$ cat src/inc/mmda_pkg.sv
// shared types, address map and field positions of the memory map decoder
package mmda_pkg;
    localparam int NUM_REQ  = 3;
    localparam int NUM_CORE = 2;
    localparam int REQ_DMA  = 2;
    localparam int SD_BANKS = 4;

    // external memory windows
    localparam logic [31:0] SD_BASE    = 32'h0000_0000;
    localparam logic [31:0] SD_LIMIT   = 32'h2000_0000; // 512M ceiling
    localparam logic [31:0] SD_MIN_SZ  = 32'h0100_0000; // 16M, code 0
    localparam logic [31:0] AS_BASE    = 32'h2000_0000;
    localparam logic [31:0] AS_LIMIT   = 32'h3000_0000;
    localparam int          AS_SEG_LSB = 26;            // 64M segments

    // on-chip memory windows
    localparam logic [31:0] L2_BASE      = 32'hFEB0_0000;
    localparam logic [31:0] L2_SIZE      = 32'h0002_0000; // 128K
    localparam int          L2_BEAT_LSB  = 3;             // 64-bit beats
    localparam logic [9:0]  L1_WIN0      = 10'h3FE;       // addr[31:22]
    localparam logic [9:0]  L1_WIN1      = 10'h3FD;
    localparam logic [1:0]  L1_SEL_D     = 2'h0;          // addr[21:20]
    localparam logic [1:0]  L1_SEL_I     = 2'h2;
    localparam logic [1:0]  L1_SEL_S     = 2'h3;
    localparam logic [19:0] L1D_SIZE     = 20'h1_0000;    // 4 x 16K
    localparam logic [19:0] L1I_SIZE     = 20'h0_8000;    // 2 x 16K
    localparam logic [19:0] SCR_SIZE     = 20'h0_1000;    // 4K
    localparam int          BANK_LSB     = 14;            // 16K banks
    localparam int          SUB_LSB      = 12;            // 4K sub-banks
    localparam logic [1:0]  L1D_CACHE_BK = 2'h2;          // banks below
    localparam logic [10:0] SYS_WIN      = 11'h7FE;       // addr[31:21]
    localparam logic [10:0] CORE_WIN     = 11'h7FF;

    typedef enum logic [2:0] {
        MODE_USER  = 3'b001,
        MODE_SUPER = 3'b010,
        MODE_EMU   = 3'b100
    } mmda_mode_t;

    typedef enum logic [3:0] {
        TGT_NONE    = 4'h0,
        TGT_SDRAM   = 4'h1,
        TGT_ASYNC   = 4'h2,
        TGT_L1I     = 4'h3,
        TGT_L1D     = 4'h4,
        TGT_SCR     = 4'h5,
        TGT_L2      = 4'h6,
        TGT_SYSREG  = 4'h7,
        TGT_COREREG = 4'h8
    } mmda_tgt_t;

    typedef struct packed {
        logic        valid;
        logic        write;
        logic        fetch;
        mmda_mode_t  mode;
        logic [31:0] addr;
    } mmda_req_t;

    typedef struct packed {
        logic [1:0] icache_en;
        logic [1:0] dcache_en;
        logic       sys_visible;
        logic [3:0] sd_en;
        logic [7:0] sd_size;
    } mmda_cfg_t;

    typedef struct packed {
        mmda_tgt_t   tgt;
        logic        core;
        logic [1:0]  unit;
        logic [1:0]  sub;
        logic [13:0] beat;
    } mmda_hit_t;

    typedef struct packed {
        logic      done;
        logic      retry;
        logic      err;
        logic      wr_commit;
        mmda_hit_t hit;
    } mmda_rsp_t;

    typedef struct packed {
        mmda_rsp_t [NUM_REQ-1:0] rsp;
        logic [1:0]              l2_gnt;
    } mmda_st_t;

    typedef struct packed {
        logic last;
        logic phase;
    } mmda_arb_st_t;
endpackage : mmda_pkg

$ cat src/logic/mmda_decode.sv
// address decoder: one flat space, each address onto one target
module mmda_decode
(
    input  wire logic [31:0]         addr,
    input  mmda_pkg::mmda_cfg_t      cfg,
    output mmda_pkg::mmda_hit_t      hit
);
    import mmda_pkg::*;

    logic [31:0] sd_end [SD_BANKS+1];

    // banks stacked back to back, so holes never appear between them
    always_comb
    begin
        sd_end[0] = SD_BASE;
        for (int b = 0; b < SD_BANKS; b++)
        begin
            sd_end[b+1] = sd_end[b]
                + (cfg.sd_en[b] ? (SD_MIN_SZ << cfg.sd_size[2*b +: 2])
                                : 32'h0);
        end
    end

    // windows never overlap, so first match is the only match
    always_comb
    begin
        hit      = '0;
        hit.tgt  = TGT_NONE;
        hit.sub  = addr[SUB_LSB +: 2];
        hit.beat = addr[L2_BEAT_LSB +: 14];
        if (addr < sd_end[SD_BANKS])
        begin
            hit.tgt = TGT_SDRAM;
            for (int b = SD_BANKS - 1; b >= 0; b--)
            begin
                if (addr < sd_end[b+1])
                    hit.unit = 2'(b);
            end
        end
        else if (addr >= AS_BASE && addr < AS_LIMIT)
        begin
            hit.tgt  = TGT_ASYNC;
            hit.unit = addr[AS_SEG_LSB +: 2];
        end
        else if (addr >= L2_BASE && addr < L2_BASE + L2_SIZE)
            hit.tgt = TGT_L2;
        else if (addr[31:21] == SYS_WIN)
            hit.tgt = TGT_SYSREG;
        else if (addr[31:21] == CORE_WIN)
            hit.tgt = TGT_COREREG;
        else if (addr[31:22] == L1_WIN0 || addr[31:22] == L1_WIN1)
        begin
            hit.core = (addr[31:22] == L1_WIN1);
            hit.unit = addr[BANK_LSB +: 2];
            unique case (addr[21:20])
                L1_SEL_D: if (addr[19:0] < L1D_SIZE) hit.tgt = TGT_L1D;
                L1_SEL_I: if (addr[19:0] < L1I_SIZE) hit.tgt = TGT_L1I;
                L1_SEL_S: if (addr[19:0] < SCR_SIZE) hit.tgt = TGT_SCR;
                default:  hit.tgt = TGT_NONE;
            endcase
        end
    end
endmodule : mmda_decode

$ cat src/logic/mmda_l2_arb.sv
// two-core arbiter for the shared half-rate L2 port
module mmda_l2_arb
(
    input  wire logic       sys_clk,
    input  wire logic       rst_n,
    input  wire logic       ce,
    input  wire logic [1:0] want,
    output logic            slot,
    output logic [1:0]      gnt
);
    import mmda_pkg::*;

    mmda_arb_st_t st_q;
    mmda_arb_st_t st_d;

    // grant only in the L2 slot; alternate under contention
    always_comb
    begin
        st_d  = st_q;
        gnt   = 2'h0;
        slot  = !st_q.phase;
        if (slot)
        begin
            if (want == 2'h3)
                gnt = st_q.last ? 2'h1 : 2'h2;
            else
                gnt = want;
            if (gnt != 2'h0)
                st_d.last = gnt[1];
        end
        st_d.phase = !st_q.phase;
    end

    always_ff @(posedge sys_clk or negedge rst_n)
    begin
        if (!rst_n)
            st_q <= '0;
        else if (ce)
            st_q <= st_d;
    end
endmodule : mmda_l2_arb

$ cat src/logic/mmda_top.sv
// memory map decode and access control for two cores and dma
// Operation
// - flat 4G byte space, 32-bit addresses
// - regions never overlap, one target each
// - sdram banks 16M to 128M, 512M total
// - sdram banks packed back to back
// - each async bank owns fixed 64M segment
// - control registers mapped near top, two blocks
// - core registers: owning core, supervisor or emulation only
// - system registers: supervisor or emulation core, dma configurable
// - scratchpad: core data only, no dma
// - L1 instruction: 16K sram, 16K cache-or-sram
// - L1 data: two cache-capable banks, two sram
// - core and dma run concurrently in different sub-banks
// - instruction memory holds instructions only
// - L2 128K unified, half core rate
// - cores arbitrate one 64-bit L2 path
// - each core has its own core registers
// - user mode denied restricted resources
module mmda_top
(
    input  wire logic                                sys_clk,
    input  wire logic                                rst_n,
    input  wire logic                                ce,
    input  mmda_pkg::mmda_req_t [mmda_pkg::NUM_REQ-1:0] req,
    input  mmda_pkg::mmda_cfg_t                      cfg,
    output mmda_pkg::mmda_rsp_t [mmda_pkg::NUM_REQ-1:0] rsp,
    output logic [1:0]                               l2_gnt
);
    import mmda_pkg::*;

    mmda_st_t           st_q;
    mmda_st_t           st_d;
    mmda_hit_t          hit [NUM_REQ];
    logic [NUM_REQ-1:0] refuse;
    logic [NUM_REQ-1:0] busy;
    logic [1:0]         l2_want;
    logic [1:0]         l2_gnt_c;
    logic               l2_slot;

    // one decoder per requester, all decode in the same cycle
    for (genvar i = 0; i < NUM_REQ; i++)
    begin : g_dec
        mmda_decode u_dec
        (
            .addr (req[i].addr),
            .cfg  (cfg),
            .hit  (hit[i])
        );
    end

    // shared L2 path, one core per slot
    mmda_l2_arb u_arb
    (
        .sys_clk (sys_clk),
        .rst_n   (rst_n),
        .ce      (ce),
        .want    (l2_want),
        .slot    (l2_slot),
        .gnt     (l2_gnt_c)
    );

    // access checks by requester, mode and target
    always_comb
    begin
        logic core_rq;
        logic priv;
        core_rq = 1'b0;
        priv    = 1'b0;
        refuse  = '0;
        l2_want = '0;
        for (int i = 0; i < NUM_REQ; i++)
        begin
            core_rq = (i != REQ_DMA);
            // emulation counts as privileged
            priv = (req[i].mode != MODE_USER);
            unique case (hit[i].tgt)
                TGT_NONE:
                    refuse[i] = 1'b1;
                TGT_COREREG:
                    refuse[i] = !core_rq || !priv;
                TGT_SYSREG:
                    refuse[i] = core_rq ? !priv
                                        : !cfg.sys_visible;
                TGT_SCR:
                    refuse[i] = !core_rq || req[i].fetch;
                TGT_L1I:
                    refuse[i] = (core_rq && !req[i].fetch)
                        || (hit[i].unit[0]
                            && cfg.icache_en[hit[i].core]);
                TGT_L1D:
                    refuse[i] = req[i].fetch
                        || (hit[i].unit < L1D_CACHE_BK
                            && cfg.dcache_en[hit[i].core]);
                default:
                    refuse[i] = 1'b0;
            endcase
            // a fetch never writes
            if (req[i].fetch && req[i].write)
                refuse[i] = 1'b1;
        end
        for (int c = 0; c < NUM_CORE; c++)
        begin
            l2_want[c] = req[c].valid && !refuse[c]
                && (hit[c].tgt == TGT_L2);
        end
    end

    // stalls: L2 slot and grant, L1 sub-bank clash
    always_comb
    begin
        busy = '0;
        for (int i = 0; i < NUM_REQ; i++)
        begin
            if (hit[i].tgt == TGT_L2)
            begin
                // dma uses the system side, only the slot matters
                if (i == REQ_DMA)
                    busy[i] = !l2_slot;
                else
                    busy[i] = !l2_gnt_c[i[0]];
            end
        end
        // core keeps its sub-bank, dma retries; other sub-banks run free
        for (int c = 0; c < NUM_CORE; c++)
        begin
            if (req[c].valid && !refuse[c]
                && (hit[c].tgt == TGT_L1I || hit[c].tgt == TGT_L1D)
                && hit[c].tgt == hit[REQ_DMA].tgt
                && hit[c].core == hit[REQ_DMA].core
                && hit[c].unit == hit[REQ_DMA].unit
                && hit[c].sub == hit[REQ_DMA].sub)
            begin
                busy[REQ_DMA] = 1'b1;
            end
        end
    end

    // one answer per requester per cycle
    always_comb
    begin
        st_d        = st_q;
        st_d.l2_gnt = l2_gnt_c;
        for (int i = 0; i < NUM_REQ; i++)
        begin
            st_d.rsp[i]     = '0;
            st_d.rsp[i].hit = hit[i];
            // same address, private copy of the asking core
            if (hit[i].tgt == TGT_COREREG)
                st_d.rsp[i].hit.core = i[0];
            if (req[i].valid)
            begin
                // refusal beats a stall: no point retrying
                st_d.rsp[i].err   = refuse[i];
                st_d.rsp[i].retry = !refuse[i] && busy[i];
                st_d.rsp[i].done  = refuse[i] || !busy[i];
                st_d.rsp[i].wr_commit = req[i].write
                    && !refuse[i] && !busy[i];
            end
        end
    end

    // all state frozen while ce is low
    always_ff @(posedge sys_clk or negedge rst_n)
    begin
        if (!rst_n)
            st_q <= '0;
        else if (ce)
            st_q <= st_d;
    end

    // outputs straight from the state flops
    assign rsp    = st_q.rsp;
    assign l2_gnt = st_q.l2_gnt;
endmodule : mmda_top

$ cat config.mk
export PLATFORM = sky130hd
export DESIGN_NAME = mmda_top
export DESIGN_NICKNAME = d
export VERILOG_FILES = /design/src/inc/mmda_pkg.sv /design/src/logic/mmda_decode.sv /design/src/logic/mmda_l2_arb.sv /design/src/logic/mmda_top.sv
export SDC_FILE = /design/constraint.sdc
export NUM_CORES = 1
export LEC_CHECK = 0
export BUFFER_PORTS_ARGS = -buffer_cell sky130_fd_sc_hd__buf_2
export CELL_PAD_IN_SITES_DETAIL_PLACEMENT = 1
export CELL_PAD_IN_SITES_GLOBAL_PLACEMENT = 2
export CORE_ASPECT_RATIO = 2
export CORE_UTILIZATION = 31
export DETAILED_ROUTE_END_ITERATION = 8
export GPL_ROUTABILITY_DRIVEN = 0
export GPL_TIMING_DRIVEN = 0
export PLACE_DENSITY_LB_ADDON = 0.1
export SLEW_MARGIN = 20
export SYNTH_ARGS = -nofsm -noshare
export SYNTH_HDL_FRONTEND = slang
export SYNTH_SLANG_ARGS = --single-unit
$ cat constraint.sdc
create_clock -name sys_clk -period 1.3 [get_ports sys_clk]
set_input_delay 0.065 -clock sys_clk [delete_from_list [all_inputs] [get_ports sys_clk]]
set_output_delay 0.065 -clock sys_clk [all_outputs]
set_load 0.05 [all_outputs]
==> summary.txt <==
Setup path
  • Crit path top cell by count: fa_2
  • CP Launch Type: input port
  • Reg-to-reg endpoint: rsp[26]
  • Worst r2r path cells: 5
  • Critical Path Sink Type: flip-flop
  • CP arrival: between 5 and 6 ns
  • CP Class: in2reg
  • FF-to-FF setup slack: around 0.030 ns
  • Largest delay contributor family on the critical path: adder cells
  • Largest stage delay on the critical path: ~0.62 ns
  • Critical-path top delay cell: fa_2
  • Critical Path End: rsp[77]
  • Buf+Inv Stages, Crit Path: 8
  • Max FO, Critical Path: 4
  • CP startpoint: cfg[0]
  • FF-to-FF Start: u_arb.st_q[1]
  • Crit path required time: 1.54 ns
  • Crit path depth: 26

Die
  • Die X: 104 um
  • Die Ht: 205 um
  • Num rows: between 70 and 80
  • Initial core utilization: approximately a third
  • Core Box Area: 20400 sq um
  • # IOs: 217
  • DIE AREA: 21300 sq um

Detailed routing
  • DR WL/cell: 21.7 um
  • Post-route DRC: 0
  • Final wirelength: between 20000 and 30000 um
  • Initial DRC Count: 148
  • Antenna Violating Nets Remaining: 0
  • Via count: 6581
  • Drt pass-1 iters: 4
  • Vias/cell: 5.32

GRT
  • First-pass GRT wire length: around 40000 um
  • Largest net degree at the start of global routing: 45
  • Initial antenna violation count: 0
  • GRT Total Usage: 25.2%
  • Grt peak-use layer: met2
  • Met3 track demand over resource: around 2.5%
  • Global Route met2 Usage: 52.3%
  • Vias in the first global route: between 7000 and 8000
  • Grt ovf: 0
  • Met1 usage in global routing: 22.8%

Flow run
  • Max cap viols: 0

Status
  • Status: complete, but fails checks
  • Violated checks: setup timing

Power
  • Design Power: 9.48 mW
  • Maximum VDD drop: about 0.62 mV
  • Static leakage: ~4.5 nW
  • Pwr dens: 972 nW/um^2

Synth
  • Synthesis-stage register bit count: 79
  • Top FF cell, synth: dfrtp_1
  • Synth warnings: 0
  • Cell Area, Synth: 6410 sq um
  • Synth Net Count: 867
  • Seq/Total Area, Yosys: 30.8%
  • Post-synth EDFFs: 0
  • Post-synth ARST share: 100%
  • Post-Syn Area per Cell: 9.74 sq um
  • Synth Instances: 658
  • Distinct cell type count after synthesis: between 80 and 90
  • Area contributors post-synth: dfrtp_1, ha_1, mux2_2
  • Top cell type's share of synthesized area: 30.8%
  • Synth area leader: dfrtp_1

Placement
  • PortBufs: 202
  • Dpl hpwl: ~21000 um

Timing
  • Worst Clk Skew: 0.00470 ns
  • Final setup fails: 27
  • RSZ-0062 raised after global routing: yes
  • Max_slew headroom: 47.2%
  • WHS: 0.0238 ns
  • TNS Setup: -95.02 ns
  • Max-slew violations: 0
  • Setup WS post-layout: -3.93 ns
  • Fin crit share: 402%
  • Worst-Margin Slew: 0.772 ns
  • Fin. Hold Viols: 0
  • Min Tclk post-route: 5.23 ns
  • Peak Freq: 191 MHz

Cells and area
  • Register area: 1980 sq um
  • Final Net Count: 1174
  • Multi-input gate area: roughly 4900 sq um
  • Syn-to-layout area delta: 52.3%
  • Number of diodes: 0
  • Filler cells: 2352
  • Fraction of layout cells with a size suffix above 1: 47.6%
  • Final Util: 47.9%

Clock network
  • H-tree depth: 3
  • Clk sinks: 79
  • CTS buffer count: 9
  • Clock root cell: clkbuf_16
  • Reg clk slew, reported paths: 0.07 ns
  • CTS Buffer Depth: 2
  • Worst skew pair latency: ~0.35 ns
  • TritonCTS clock tree: built

Worst hold path
  • Hold Crit Class: in2reg
==> how the worst min path moves through the flow <==
stage / startpoint / endpoint / slack, ns / cells after the start
finish: req[14] / rsp[11] / 0.02 / 2
global route: req[14] / rsp[11] / 0.02 / 2
CTS: req[12] / rsp[14] / 0.0002 / 2
detailed placement: rst_n / rsp[29] / 0.13 / 1
global placement: req[49] / rsp[35] / 0.30 / 2
floorplan: rst_n / l2_gnt[0] / -0.23 / 0
==> Yosys cell counts (5+ instances only) <==
| master | instances |
|---|---|
| dfrtp_1 | 79 |
| ha_1 | 72 |
| mux2_2 | 52 |
| nor2_1 | 50 |
| inv_1 | 31 |
| a21oi_1 | 29 |
| nand2_1 | 29 |
| nor3_1 | 24 |
| o21ai_0 | 21 |
| nand3_1 | 18 |
| xnor2_1 | 16 |
| o21a_1 | 15 |
| and3_1 | 12 |
| xor2_1 | 11 |
| clkbuf_1 | 9 |
| nor4_1 | 9 |
| nand4_1 | 8 |
| nor2b_1 | 8 |
| o211ai_1 | 8 |
| a21o_1 | 7 |
| mux2i_1 | 7 |
| nor3b_1 | 7 |
| buf_4 | 6 |
| nand2b_1 | 6 |
| o2bb2ai_1 | 6 |
| or3_1 | 6 |
| a2111oi_0 | 5 |
| a211oi_2 | 5 |
==> state kept, by name, summed over array words and instances (netlist names) <==
register,count
rsp,75
l2_gnt,2
u_arb.st_q,2
==> cell usage in the layout (no fill, tap or decap), types with 8 or more instances in the layout <==
| master | count |
|---|---|
| o21ai_0 | 14 |
| mux2_2 | 45 |
| inv_1 | 26 |
| dfrtp_1 | 79 |
| mux2_4 | 9 |
| a21oi_1 | 15 |
| nor2b_1 | 8 |
| nor2_1 | 43 |
| nor3_1 | 17 |
| buf_4 | 36 |
| nand4_1 | 8 |
| o21a_1 | 15 |
| dlygate4sd3_1 | 39 |
| nor4_2 | 8 |
| nand2_1 | 24 |
| a21oi_2 | 10 |
| ha_1 | 63 |
| clkbuf_16 | 9 |
| buf_2 | 202 |
| and3_1 | 11 |
| xnor2_1 | 12 |
| buf_6 | 27 |
| nand3_1 | 14 |
| o211ai_1 | 8 |
==> area by class of cell <==
| class | instances | share of cell area, % |
|---|---|---|
| multi-input cells | 528 | 50.6 |
| flip-flops and latches | 79 | 20.3 |
| repair buffers | 296 | 20.0 |
| well taps | 266 | 3.41 |
| clock buffers | 10 | 2.45 |
| inverters | 32 | 1.28 |
| plain buffers | 19 | 1.08 |
| clock inverters | 6 | 0.923 |
==> metrics by stage <==
stage                     area (sq um)  setup slack, ns  cells
after detailed placement          7880            -5.33   1127
after global placement            7850            -5.18   1126
after floorplan                   6510            -3.54    658
after CTS                         9430            -3.97   1222
after global routing              9760            -4.11   1236
final                             9760            -3.93   1236
==> routing by layer <==
metal	vias to the layer above	wire length, um
li1	3076	-
met1	3272	8710
met2	165	15700
met3	68	653
met4	0	1820
met5	-	0
==> power by group <==
| group | switching (mW) | leakage, nW | internal [mW] | total [mW] |
|---|---|---|---|---|
| Sequential | 0.150 | 0.974 | 2.67 | 2.82 |
| Clock | 1.12 | 0.159 | 1.75 | 2.86 |
| Combinational | 2.33 | 3.34 | 1.47 | 3.80 |
| Total | 3.60 | 4.47 | 5.88 | 9.48 |
==> worst reg2reg max path: cells and delay by family, from the launching register on <==
family | cells | cell delay (ns)
buffers and inverters | 1 | 0.16
and+or+nand+nor | 2 | 0.25
DFF | 1 | 0.44
AOI/OAI and AO/OA | 2 | 0.30
==> cell families after synthesis <==
logic type	share of synthesized area, %
adders and majority gates	15.1
xor gates and xnor gates	3.69
DFF	30.8
buffers and inverters	3.40
AOI/OAI and AO/OA	17.6
and+or+nand+nor	18.3
muxes	11.0
==> repair_timing <==
item | CTS | global route
pin swaps | 45 | 27
setup buffers | 42 | 13
setup endpoints to repair | 45 | 31
hold buffers | 37 | 2
resized for setup | 104 | 42
hold endpoints to repair | 80 | 2
Power figures use the tool's default switching activity.
